--- config.mk ---
export PLATFORM = sky130hd
export DESIGN_NAME = bfb_frame_builder
export DESIGN_NICKNAME = d
export VERILOG_FILES = /design/src/rtl/bfb_pkg.sv /design/src/rtl/bfb_frame_builder.sv
export SDC_FILE = /design/constraint.sdc
export NUM_CORES = 1
export LEC_CHECK = 0
export BUFFER_PORTS_ARGS = -buffer_cell sky130_fd_sc_hd__buf_2
export CAP_MARGIN = 20
export CORE_UTILIZATION = 42
export DETAILED_ROUTE_END_ITERATION = 10
export SKIP_CTS_REPAIR_TIMING = 1
export SLEW_MARGIN = 20
export SYNTH_ARGS = -nofsm -noshare
export SYNTH_HDL_FRONTEND = slang
export SYNTH_SLANG_ARGS = --single-unit
--- constraint.sdc ---
create_clock -name clock -period 3.4 [get_ports clock]
set_clock_uncertainty 0.05 [all_clocks]
set_input_delay 0 -clock clock [delete_from_list [all_inputs] [get_ports clock]]
set_output_delay 0 -clock clock [all_outputs]
set_load 0.02 [all_outputs]
--- src/rtl/bfb_pkg.sv ---
package bfb_pkg;

    // register offsets (byte addresses)
    localparam logic [7:0] REG_CTRL = 8'h00;
    localparam logic [7:0] REG_DEVID_LO = 8'h04;
    localparam logic [7:0] REG_DEVID_HI = 8'h08;
    localparam logic [7:0] REG_BEACON_CFG = 8'h0c;
    localparam logic [7:0] REG_ADDR = 8'h10;
    localparam logic [7:0] REG_STATUS = 8'h14;
    localparam logic [7:0] REG_LAST_FCS = 8'h18;
    localparam logic [7:0] REG_DEST = 8'h1c;

    // control register bit positions
    localparam int CTRL_START = 0;
    localparam int CTRL_SECURE = 1;
    localparam int CTRL_GROUP_FORM = 2;
    localparam int CTRL_BEACON = 3;
    localparam int CTRL_SUBTYPE = 4;
    // beacon configuration positions
    localparam int CFG_SLOT = 0;
    localparam int CFG_MOVABLE = 5;
    localparam int CFG_OP_MODE = 8;
    localparam int CFG_SEC_MODE = 10;
    // address register positions
    localparam int ADDR_SRC = 0;
    localparam int ADDR_KEY_SEL = 16;
    // status register positions
    localparam int STAT_SFN = 0;
    localparam int STAT_CRC_ERR = 16;
    localparam int STAT_IE_ORDER = 17;
    localparam int STAT_IE_MISSING = 18;
    localparam int STAT_BUSY = 19;

    // frame check word arithmetic
    localparam logic [31:0] CRC_POLY = 32'h04c11db7;
    localparam logic [31:0] CRC_INIT = 32'hffffffff;
    localparam logic [31:0] CRC_RESIDUE = 32'hc704dd7b;

    // header field values
    localparam logic [15:0] BROADCAST_DESTINATION_VALUE = 16'hffff;
    localparam logic [2:0] FTYPE_BEACON = 3'h0;
    localparam logic [2:0] FTYPE_DATA = 3'h3;
    localparam logic [3:0] SUB_REGULAR = 4'h0;
    localparam logic [3:0] SUB_SIGNALLING = 4'h1;
    localparam logic [3:0] SUB_ECHO = 4'h2;
    localparam logic [1:0] SEC_MODE_RSVD = 2'h3;

    // last octet indices and superframe number width
    localparam logic [3:0] FIX_LAST = 4'h7;
    localparam logic [3:0] TAG_LAST = 4'h7;
    localparam logic [3:0] FCS_LAST = 4'h3;
    localparam int SFN_W = 11;

    typedef enum logic [2:0] {
        TX_IDLE = 3'b000,
        TX_KEY = 3'b001,
        TX_FIX = 3'b010,
        TX_BODY = 3'b011,
        TX_TAG = 3'b100,
        TX_FCS = 3'b101
    } bfb_tx_state_t;

    typedef struct packed {
        logic [7:0] data;
        logic last;
    } bfb_byte_t;

    typedef struct packed {
        logic [2:0] prot_ver;
        logic secure;
        logic [1:0] ack_policy;
        logic [2:0] frame_type;
        logic [3:0] subtype;
        logic retry;
        logic [15:0] dest;
        logic [15:0] src;
        logic [2:0] frag;
        logic [SFN_W-1:0] seq;
        logic more_frag;
        logic more_frames;
        logic access_method;
    } bfb_hdr_t;

    function automatic logic [31:0] rev32(input logic [31:0] v);
        logic [31:0] r;
        r = '0;
        for (int i = 0; i < 32; i++) begin
            r[i] = v[31-i];
        end
        return r;
    endfunction

    // one octet through the divider, least significant bit first
    function automatic logic [31:0] crc_byte(input logic [31:0] c,
                                             input logic [7:0] d);
        logic [31:0] r;
        r = c;
        for (int i = 0; i < 8; i++) begin
            r = (r[0] ^ d[i]) ? ((r >> 1) ^ rev32(CRC_POLY)) : (r >> 1);
        end
        return r;
    endfunction

endpackage

--- src/rtl/bfb_frame_builder.sv ---
// Decided for this implementation: strobed register access and the register offsets.
`timescale 1ns/10ps
// Notes on behaviour
// - key selector octet names the temporal key
// - protected payload uses the selected key
// - secure frames carry eight-octet integrity tag
// - check word covers key octet, fixed beacon fields, payload and tag
// - first octet lsb is highest coefficient
// - degree-32 generator polynomial
// - preset ones, send inverted remainder
// - check word bit 31 carries a0
// - receiver flags residue other than fixed value
// - beacon header fields fixed, broadcast destination
// - beacon subtype regular, signalling, echo
// - beacon sequence is superframe number
// - group founder initialises superframe number
// - adopt largest neighbour superframe number
// - beacon payload: id, slot, type, elements; id, slot and type sent in regular beacons only
// - elements in ascending identifier order; checked in regular beacons only
// - three mandatory elements in every beacon; checked in regular beacons only
// - device identifier is 48-bit unique id
// - slot byte: reserved, movable, 5-bit index
// - movable flag set when beacon relocatable
// - operation mode encoding in device type
// - security mode encoding, reserved bits zero
// - superframe counter wraps at 2048
module bfb_frame_builder #(
    parameter logic [5:0] MAX_BEACON_WINDOW_SLOTS = 6'h20,
    parameter logic [7:0] ID_PERIOD_OCCUPANCY = 8'h01,
    parameter logic [7:0] ID_RESERVATION_AVAIL = 8'h02,
    parameter logic [7:0] ID_QUIET_PERIOD = 8'h03
) (
    // clock and reset
    input wire logic clock,
    input wire logic resetn,
    // register port
    input wire logic [7:0] reg_addr,
    input wire logic [31:0] reg_wdata,
    input wire logic reg_wr,
    input wire logic reg_rd,
    output logic [31:0] reg_rdata,
    // upper mac transmit octets
    input wire logic up_tx_valid,
    input wire bfb_pkg::bfb_byte_t up_tx,
    output logic up_tx_ready,
    input wire logic [63:0] integrity_tag,
    output logic [7:0] cipher_key_sel,
    // transmit header
    output bfb_pkg::bfb_hdr_t tx_hdr,
    output logic tx_hdr_valid,
    // physical layer transmit octets
    output logic phy_tx_valid,
    output bfb_pkg::bfb_byte_t phy_tx,
    input wire logic phy_tx_ready,
    // physical layer receive octets
    input wire logic phy_rx_valid,
    input wire bfb_pkg::bfb_byte_t phy_rx,
    output logic phy_rx_ready,
    input wire logic rx_is_beacon,
    input wire logic [10:0] rx_sfn,
    // upper mac receive octets
    output logic up_rx_valid,
    output bfb_pkg::bfb_byte_t up_rx,
    input wire logic up_rx_ready,
    output logic rx_crc_err,
    // superframe timing
    input wire logic superframe_tick
);

    typedef struct packed {
        bfb_pkg::bfb_tx_state_t tx_state;
        logic [3:0] cnt;
        logic [31:0] crc;
        logic secure;
        logic beacon;
        logic [3:0] subtype;
        logic out_v;
        bfb_pkg::bfb_byte_t out;
        bfb_pkg::bfb_hdr_t hdr;
        logic hdr_v;
        logic [1:0] ie_phase;
        logic [7:0] ie_left;
        logic [7:0] last_id;
        logic ie_any;
        logic [2:0] seen;
        logic [31:0] rx_crc;
        logic up_v;
        bfb_pkg::bfb_byte_t up;
        logic err_pulse;
        logic [10:0] sfn;
        logic [47:0] devid;
        logic [4:0] slot_idx;
        logic movable;
        logic [1:0] op_mode;
        logic [1:0] sec_mode;
        logic [15:0] src_addr;
        logic [15:0] dest_addr;
        logic [7:0] key_sel;
        logic crc_err;
        logic ie_order_err;
        logic ie_missing;
        logic [31:0] last_fcs;
        logic [31:0] rdata;
    } bfb_state_t;

    bfb_state_t st_ff;
    bfb_state_t nxt_st;
    logic load;
    logic emit;
    bfb_pkg::bfb_byte_t ebyte;
    logic rx_acc;
    logic rx_bad;
    logic rx_adopt;
    logic start;
    logic group_form;
    logic [31:0] rx_upd;
    logic [31:0] fcs_word;

    always_comb begin
        nxt_st = st_ff;
        nxt_st.rdata = '0;
        nxt_st.err_pulse = 1'b0;
        nxt_st.hdr_v = 1'b0;
        emit = 1'b0;
        ebyte = '0;
        rx_bad = 1'b0;
        rx_adopt = 1'b0;
        rx_upd = st_ff.rx_crc;
        fcs_word = ~st_ff.crc;
        load = !st_ff.out_v || phy_tx_ready;
        start = reg_wr && reg_addr == bfb_pkg::REG_CTRL
            && reg_wdata[bfb_pkg::CTRL_START];
        group_form = reg_wr && reg_addr == bfb_pkg::REG_CTRL
            && reg_wdata[bfb_pkg::CTRL_GROUP_FORM];

        // register writes
        if (reg_wr) begin
            unique case (reg_addr)
                bfb_pkg::REG_DEVID_LO: nxt_st.devid[31:0] = reg_wdata;
                bfb_pkg::REG_DEVID_HI: nxt_st.devid[47:32] = reg_wdata[15:0];
                bfb_pkg::REG_BEACON_CFG: begin
                    if ({1'b0, reg_wdata[bfb_pkg::CFG_SLOT +: 5]}
                        < MAX_BEACON_WINDOW_SLOTS) begin
                        nxt_st.slot_idx = reg_wdata[bfb_pkg::CFG_SLOT +: 5];
                    end
                    nxt_st.movable = reg_wdata[bfb_pkg::CFG_MOVABLE];
                    nxt_st.op_mode = reg_wdata[bfb_pkg::CFG_OP_MODE +: 2];
                    if (reg_wdata[bfb_pkg::CFG_SEC_MODE +: 2]
                        != bfb_pkg::SEC_MODE_RSVD) begin
                        nxt_st.sec_mode = reg_wdata[bfb_pkg::CFG_SEC_MODE +: 2];
                    end
                end
                bfb_pkg::REG_ADDR: begin
                    nxt_st.src_addr = reg_wdata[bfb_pkg::ADDR_SRC +: 16];
                    nxt_st.key_sel = reg_wdata[bfb_pkg::ADDR_KEY_SEL +: 8];
                end
                bfb_pkg::REG_DEST: nxt_st.dest_addr = reg_wdata[15:0];
                bfb_pkg::REG_STATUS: begin
                    if (reg_wdata[bfb_pkg::STAT_CRC_ERR]) begin
                        nxt_st.crc_err = 1'b0;
                    end
                    if (reg_wdata[bfb_pkg::STAT_IE_ORDER]) begin
                        nxt_st.ie_order_err = 1'b0;
                    end
                    if (reg_wdata[bfb_pkg::STAT_IE_MISSING]) begin
                        nxt_st.ie_missing = 1'b0;
                    end
                end
                default: begin
                end
            endcase
        end

        // register reads
        if (reg_rd) begin
            unique case (reg_addr)
                bfb_pkg::REG_CTRL: nxt_st.rdata = {24'h000000, st_ff.subtype,
                    st_ff.beacon, 2'b00, st_ff.tx_state != bfb_pkg::TX_IDLE};
                bfb_pkg::REG_DEVID_LO: nxt_st.rdata = st_ff.devid[31:0];
                bfb_pkg::REG_DEVID_HI: nxt_st.rdata = {16'h0000,
                    st_ff.devid[47:32]};
                bfb_pkg::REG_BEACON_CFG: nxt_st.rdata = {20'h00000,
                    st_ff.sec_mode, st_ff.op_mode, 2'b00, st_ff.movable,
                    st_ff.slot_idx};
                bfb_pkg::REG_ADDR: nxt_st.rdata = {8'h00, st_ff.key_sel,
                    st_ff.src_addr};
                bfb_pkg::REG_STATUS: nxt_st.rdata = {12'h000,
                    st_ff.tx_state != bfb_pkg::TX_IDLE, st_ff.ie_missing,
                    st_ff.ie_order_err, st_ff.crc_err, 5'h00, st_ff.sfn};
                bfb_pkg::REG_LAST_FCS: nxt_st.rdata = st_ff.last_fcs;
                bfb_pkg::REG_DEST: nxt_st.rdata = {16'h0000, st_ff.dest_addr};
                default: nxt_st.rdata = '0;
            endcase
        end

        // transmit sequencer
        if (load) begin
            nxt_st.out_v = 1'b0;
        end
        up_tx_ready = st_ff.tx_state == bfb_pkg::TX_BODY && load;
        unique case (st_ff.tx_state)
            bfb_pkg::TX_IDLE: begin
                if (start) begin
                    nxt_st.beacon = reg_wdata[bfb_pkg::CTRL_BEACON];
                    nxt_st.secure = reg_wdata[bfb_pkg::CTRL_SECURE]
                        && !reg_wdata[bfb_pkg::CTRL_BEACON];
                    nxt_st.subtype = reg_wdata[bfb_pkg::CTRL_SUBTYPE +: 4];
                    if (reg_wdata[bfb_pkg::CTRL_SUBTYPE +: 4]
                        > bfb_pkg::SUB_ECHO) begin
                        nxt_st.subtype = bfb_pkg::SUB_REGULAR;
                    end
                    nxt_st.crc = bfb_pkg::CRC_INIT;
                    nxt_st.cnt = '0;
                    nxt_st.ie_phase = '0;
                    nxt_st.ie_any = 1'b0;
                    nxt_st.last_id = '0;
                    nxt_st.seen = '0;
                    nxt_st.hdr_v = 1'b1;
                    nxt_st.hdr = '0;
                    nxt_st.hdr.src = st_ff.src_addr;
                    if (reg_wdata[bfb_pkg::CTRL_BEACON]) begin
                        nxt_st.hdr.frame_type = bfb_pkg::FTYPE_BEACON;
                        nxt_st.hdr.dest = bfb_pkg::BROADCAST_DESTINATION_VALUE;
                        nxt_st.hdr.subtype = nxt_st.subtype;
                        nxt_st.hdr.seq = st_ff.sfn;
                    end else begin
                        nxt_st.hdr.frame_type = bfb_pkg::FTYPE_DATA;
                        nxt_st.hdr.dest = st_ff.dest_addr;
                        nxt_st.hdr.secure = reg_wdata[bfb_pkg::CTRL_SECURE];
                    end
                    if (nxt_st.secure) begin
                        nxt_st.tx_state = bfb_pkg::TX_KEY;
                    end else if (reg_wdata[bfb_pkg::CTRL_BEACON]
                        && nxt_st.subtype == bfb_pkg::SUB_REGULAR) begin
                        nxt_st.tx_state = bfb_pkg::TX_FIX;
                    end else begin
                        nxt_st.tx_state = bfb_pkg::TX_BODY;
                    end
                end
            end
            bfb_pkg::TX_KEY: begin
                if (load) begin
                    emit = 1'b1;
                    ebyte.data = st_ff.key_sel;
                    nxt_st.tx_state = bfb_pkg::TX_BODY;
                end
            end
            bfb_pkg::TX_FIX: begin
                if (load) begin
                    emit = 1'b1;
                    nxt_st.cnt = st_ff.cnt + 4'h1;
                    if (st_ff.cnt < 4'h6) begin
                        ebyte.data = st_ff.devid[{st_ff.cnt[2:0], 3'b000} +: 8];
                    end else if (st_ff.cnt == 4'h6) begin
                        ebyte.data = {st_ff.slot_idx, st_ff.movable, 2'b00};
                    end else begin
                        ebyte.data = {4'h0, st_ff.sec_mode, st_ff.op_mode};
                    end
                    if (st_ff.cnt == bfb_pkg::FIX_LAST) begin
                        nxt_st.cnt = '0;
                        nxt_st.tx_state = bfb_pkg::TX_BODY;
                    end
                end
            end
            bfb_pkg::TX_BODY: begin
                if (load && up_tx_valid) begin
                    emit = 1'b1;
                    ebyte.data = up_tx.data;
                    if (st_ff.beacon && st_ff.subtype == bfb_pkg::SUB_REGULAR) begin
                        unique case (st_ff.ie_phase)
                            2'd0: begin
                                if (st_ff.ie_any && up_tx.data < st_ff.last_id) begin
                                    nxt_st.ie_order_err = 1'b1;
                                end
                                nxt_st.last_id = up_tx.data;
                                nxt_st.ie_any = 1'b1;
                                nxt_st.ie_phase = 2'd1;
                                if (up_tx.data == ID_PERIOD_OCCUPANCY) begin
                                    nxt_st.seen[0] = 1'b1;
                                end
                                if (up_tx.data == ID_RESERVATION_AVAIL) begin
                                    nxt_st.seen[1] = 1'b1;
                                end
                                if (up_tx.data == ID_QUIET_PERIOD) begin
                                    nxt_st.seen[2] = 1'b1;
                                end
                            end
                            2'd1: begin
                                nxt_st.ie_left = up_tx.data;
                                nxt_st.ie_phase = up_tx.data == 8'h00 ? 2'd0 : 2'd2;
                            end
                            default: begin
                                nxt_st.ie_left = st_ff.ie_left - 8'h01;
                                if (st_ff.ie_left == 8'h01) begin
                                    nxt_st.ie_phase = 2'd0;
                                end
                            end
                        endcase
                    end
                    if (up_tx.last) begin
                        nxt_st.cnt = '0;
                        nxt_st.tx_state = st_ff.secure ? bfb_pkg::TX_TAG
                            : bfb_pkg::TX_FCS;
                        if (st_ff.beacon && st_ff.subtype == bfb_pkg::SUB_REGULAR
                            && nxt_st.seen != 3'b111) begin
                            nxt_st.ie_missing = 1'b1;
                        end
                    end
                end
            end
            bfb_pkg::TX_TAG: begin
                if (load) begin
                    emit = 1'b1;
                    ebyte.data = integrity_tag[{st_ff.cnt[2:0], 3'b000} +: 8];
                    nxt_st.cnt = st_ff.cnt + 4'h1;
                    if (st_ff.cnt == bfb_pkg::TAG_LAST) begin
                        nxt_st.cnt = '0;
                        nxt_st.tx_state = bfb_pkg::TX_FCS;
                    end
                end
            end
            bfb_pkg::TX_FCS: begin
                if (load) begin
                    emit = 1'b1;
                    ebyte.data = fcs_word[{st_ff.cnt[1:0], 3'b000} +: 8];
                    nxt_st.cnt = st_ff.cnt + 4'h1;
                    if (st_ff.cnt == bfb_pkg::FCS_LAST) begin
                        ebyte.last = 1'b1;
                        nxt_st.cnt = '0;
                        nxt_st.last_fcs = fcs_word;
                        nxt_st.tx_state = bfb_pkg::TX_IDLE;
                    end
                end
            end
            default: nxt_st.tx_state = bfb_pkg::TX_IDLE;
        endcase
        if (emit) begin
            nxt_st.out_v = 1'b1;
            nxt_st.out = ebyte;
            if (st_ff.tx_state != bfb_pkg::TX_FCS) begin
                nxt_st.crc = bfb_pkg::crc_byte(st_ff.crc, ebyte.data);
            end
        end

        // receive path
        if (up_rx_ready) begin
            nxt_st.up_v = 1'b0;
        end
        phy_rx_ready = !st_ff.up_v || up_rx_ready;
        rx_acc = phy_rx_valid && phy_rx_ready;
        if (rx_acc) begin
            nxt_st.up_v = 1'b1;
            nxt_st.up = phy_rx;
            rx_upd = bfb_pkg::crc_byte(st_ff.rx_crc, phy_rx.data);
            nxt_st.rx_crc = rx_upd;
            if (phy_rx.last) begin
                nxt_st.rx_crc = bfb_pkg::CRC_INIT;
                if (bfb_pkg::rev32(rx_upd) != bfb_pkg::CRC_RESIDUE) begin
                    rx_bad = 1'b1;
                    nxt_st.err_pulse = 1'b1;
                    nxt_st.crc_err = 1'b1;
                end else if (rx_is_beacon && rx_sfn > st_ff.sfn) begin
                    rx_adopt = 1'b1;
                end
            end
        end

        // superframe counter
        if (superframe_tick) begin
            nxt_st.sfn = st_ff.sfn + 11'h001;
        end
        if (rx_adopt) begin
            nxt_st.sfn = rx_sfn;
        end
        if (group_form) begin
            nxt_st.sfn = '0;
        end
    end

    always_ff @(posedge clock or negedge resetn) begin
        if (!resetn) begin
            st_ff <= '0;
            st_ff.crc <= bfb_pkg::CRC_INIT;
            st_ff.rx_crc <= bfb_pkg::CRC_INIT;
            st_ff.hdr.dest <= bfb_pkg::BROADCAST_DESTINATION_VALUE;
        end else begin
            st_ff <= nxt_st;
        end
    end

    assign reg_rdata = st_ff.rdata;
    assign phy_tx_valid = st_ff.out_v;
    assign phy_tx = st_ff.out;
    assign up_rx_valid = st_ff.up_v;
    assign up_rx = st_ff.up;
    assign rx_crc_err = st_ff.err_pulse;
    assign tx_hdr = st_ff.hdr;
    assign tx_hdr_valid = st_ff.hdr_v;
    assign cipher_key_sel = st_ff.key_sel;
endmodule

Word-level counts from Yosys, hierarchy flattened
Index checks and enable logic that the tools add are counted.
Widths: inputs -> output; s select.

cells by class
  shifts and indexed selects = 3
  multiplexer cells = 103
  divide/modulo/power cells = 0
  $add $sub $neg = 3
  multiply operators = 0
  $lt $le $gt $ge = 4
  reductions and logical operators = 44
  eq/ne operators = 39
  bitwise logic cells = 33

operators by type and width
  kind                  count
  $mux 32               20
  $pmux 32 s8           1
  $not 13->14           16
  $mux 22               4
  $shiftx 64x7->8       1
  $mux 7                8
  $mux 11               5
  $mux 8                6
  $shiftx 48x7->8       1
  $mux 45               1
  $pmux 8 s5            1
  $mux 38               1
  $eq 8x5->1 const B    4
  $ne 32x32->1 const B  1
  $not 32->32           1
  $shiftx 32x6->8       1
  $mux 1                30
  $mux 12               2
  $pmux 12 s2           1
  $ne 2x2->1 const B    10
  $pmux 4 s5            1
  $pmux 3 s6            1
  $eq 8x1->1 const B    2
  $eq 8x2->1 const B    2
  other kinds (46)      108

storage, ports and cells
  register bits after elaboration = 347
  input bits = 143
  RAM bits = 0
  bits in read-only memories = 0
  logic and storage cells = 270
  latch bits = 0
  output and inout bits = 127
  memories = 0

Longest topological paths before layout
  depth after elaboration = 23
  depth in mapped cells = 16
  mapped depth without buffers = 12

Worst setup path before layout
Ideal clock, no wire load.

  kind = reg2reg
  start = reg st_ff[353] (netlist name)
  end = reg st_ff[340] (netlist name)
  path slack = 52 ps
  period minus slack after synthesis = 3348 ps
  cell stages (with the launch flop) = 16
  arrival time = 3225 ps
  cells stage by stage = dfrtp_1 > buf_6 > buf_6 > buf_6 > inv_1 > ha_1 > nand3b_1 > a21oi_1 > or4_1 > a21oi_1 > o21ai_2 > xor2_4 > xnor2_2 > xnor3_1 > xnor2_1 > a21oi_1

RTL lines
  element                   RTL line                  source
  start: declaration        bfb_frame_builder.sv:106  bfb_state_t st_ff;
  start signal: assignment  bfb_frame_builder.sv:387  st_ff <= nxt_st;

==> flow_summary.ini <==
[outcome]
status = finished, final reports clean

[worst_setup_path]
crit_type = reg -> reg
critPathTopFamily = compound AO/OA/AOI/OAI gates
worstSetupEndpointType = register
start_kind = register
crit_slowest_cell = dfrtp_2
cp.required_ns = 3.83
path_common_cell = xnor2_1
cp_num_buf_inv = 2
slowest_delay_ns = 0.49
worstPathArrival_ns = 3.75
crit_fanout = 9
crit_chain = buf_4 -> or3b_1 -> a211oi_1 -> nor4_1 -> o31a_1 -> o21ai_2 -> xor2_4 -> buf_4 -> xnor2_1 -> xnor2_1 -> xnor2_1 -> a21oi_1

[flow_run]
drv_cap = 0

[sta]
fin_tns_setup_ns = 0
fin_crit_ns = 3.32
maxSlewHeadroom_pct = 26.5
slew_violations = 0
worst_slew_pin_slew_ns = 1.10
hold_viol = 0
setup_violations = 0
fin_crit_sh_pct = 97.6
max_freq_mhz = 301

[floorplanning]
rows = 78
initial_core_util_pct = 42.7
die-area_um2 = 47100
die_w_um = 217
core-area_um2 = 45500
die_y_um = 217
io_pins = 270

[finish]
fin_nets = 2283
diodes = 0
post_route_cells_drive_above_1_share_pct = 32.2
postLayoutCellArea_um2 = 23000
fillerInstances = 4237
area_growth_pct = 18.5
multi_input_area_um2 = 9320
seq_area_um2 = 8740
fin_util_pct = 50.6

[synthesis]
ys_seq_elements = 345
synthDominantCellAreaShare_pct = 34.2
synth_seq_area_share_pct = 45.0
syn_area_um2 = 19400
synth_edf_count = 0
synth_cells = 1855
yosys_most_used_dff = dfrtp_1
yosysMostFrequentCell = dfrtp_1
synthArstFlopShare_pct = 100
yosys-top-cells-area = dfrtp_1 (34%), dfstp_2 (11%), mux2_2 (6.0%)
syn_area_per_cell_um2 = 10.5
yosysTopAreaCell = dfrtp_1
synth.cells.most_frequent = dfrtp_1 (265), nand2_1 (239), nor2_1 (123)
synth_cell_types = 88
yosysWarnings = 0

[cts]
cts_made_buffers = 39
clock_path_buffers = 3
root_buffer = clkbuf_16
clock-sinks = 345
htree_levels = 2
clock_latency_ns = 0.57
clk_pin_slew_worst_paths_ns = 0.06
cts_tree = built

[route]
wl_per_cell_um = 21.8
drt_iter0_drc = 1406
via_per_inst = 5.57
vias = 15302
drcViolationCount = 0
dr.pass1.iters = 7
drt.antenna.violating_nets = 0
wl_mm = 59.7

[power]
p_leak_nw = 10.4
finalPower_w = 0.0130
power_density_nw_per_um2 = 564
irDropWorstVdd_v = 0.000474

[place]
place.gp.congestion = 0.926
dpl_cell_area_um2 = 20900
io_buffer_count = 256
dp.final_hpwl_mm = 43.5

[global_routing]
grt_pass1_wl_mm = 89.8
overflow = 0
grtUsageTotal_pct = 25.1
grt_pass1_vias = 14744
antenna_found_initial = 2
grt_max_degree = 104

[hold_path]
hold_path.class = in -> async
## path summary, 6_finish.rpt
check | start | to | slack, ns | cells after the start
hold / removal | resetn | up_rx[6] | 0.02 | 2
hold reg to reg | st_ff[222] | st_ff[222] | 0.42 | 1
setup / recovery | st_ff[354] | st_ff[339] | 0.08 | 12
max in group asynchronous | resetn | tx_hdr[38] | 2.21 | 3
min in group clock | up_tx_valid | st_ff[220] | 0.04 | 5
setup reg to reg | st_ff[354] | st_ff[339] | 0.08 | 12
## power breakdown
part	internal, W	switching [W]	total, W
clock network	0.00243	0.00174	0.00417
logic	0.00175	0.00210	0.00384
registers	0.00455	0.000401	0.00495
total	0.00873	0.00424	0.0130
## through the flow
step	setup WS, ns	hold slack [ns]	cells
2_1_floorplan	0.0524	-0.346	1867
3_3_place_gp	0.117	0.0742	2592
3_5_place_dp	0.0625	0.0773	2592
4_1_cts	0.0349	-0.521	2664
5_1_grt	-0.0560	0.0454	2745
6_report	0.0815	0.0162	2745
## cells by family after synthesis
family | synth area share [%]
AND/OR/NAND/NOR | 11.9
XOR/XNOR | 9.00
multiplexers | 10.6
flip-flops | 45.0
buffers and inverters | 7.70
other | 0.0193
AO/OA/AOI/OAI | 14.2
adder cells (fa/ha/maj) | 1.68
## metal layers
layer  track usage [%]  share of wire, %  up-vias  wire [um]
met3              4.96               7.8       94       4640
met4              7.58               2.6        2       1540
met5                 0             0.022        -         13
met1              35.2                44     7580      26100
li1                  -                 -     6958          -
met2              39.1                46      668      27400
## state kept, by name, summed over array words and instances, names as in the netlist
| signal | cells |
|---|---|
| tx_hdr | 48 |
| reg_rdata | 32 |
| phy_tx_valid | 1 |
| up_rx | 9 |
| tx_hdr_valid | 1 |
| st_ff | 235 |
| rx_crc_err | 1 |
| phy_tx | 9 |
| cipher_key_sel | 8 |
| up_rx_valid | 1 |
## cell usage in the layout (no fill, tap or decap), types with 11 or more instances in the layout
master and instances:
a31oi_1 17, nor3_1 33, dfrtp_1 263, nand2_1 239
nor2b_1 16, o21ai_0 100, a222oi_1 15, clkbuf_16 40
a21oi_1 89, nand3_1 23, xnor2_1 85, conb_1 13
clkbuf_1 14, ha_1 26, nor2_1 123, xnor2_2 11
xor2_1 31, buf_2 255, dlygate4sd3_1 69, mux2i_1 17
inv_1 33, dfstp_2 80, buf_4 94, mux4_2 32
a22oi_1 63, mux2_2 103, nand2b_1 13
## final cells by class
cell class                 instances  area share [%]
clock inverter                    10           0.419
sequential                       345            38.0
tap                              600            3.26
clock buffer                      62            5.06
multi-input combinational       1269            40.5
inverter                          34           0.555
timing repair buffer             425            12.2
(Power assumes the default switching activity.)
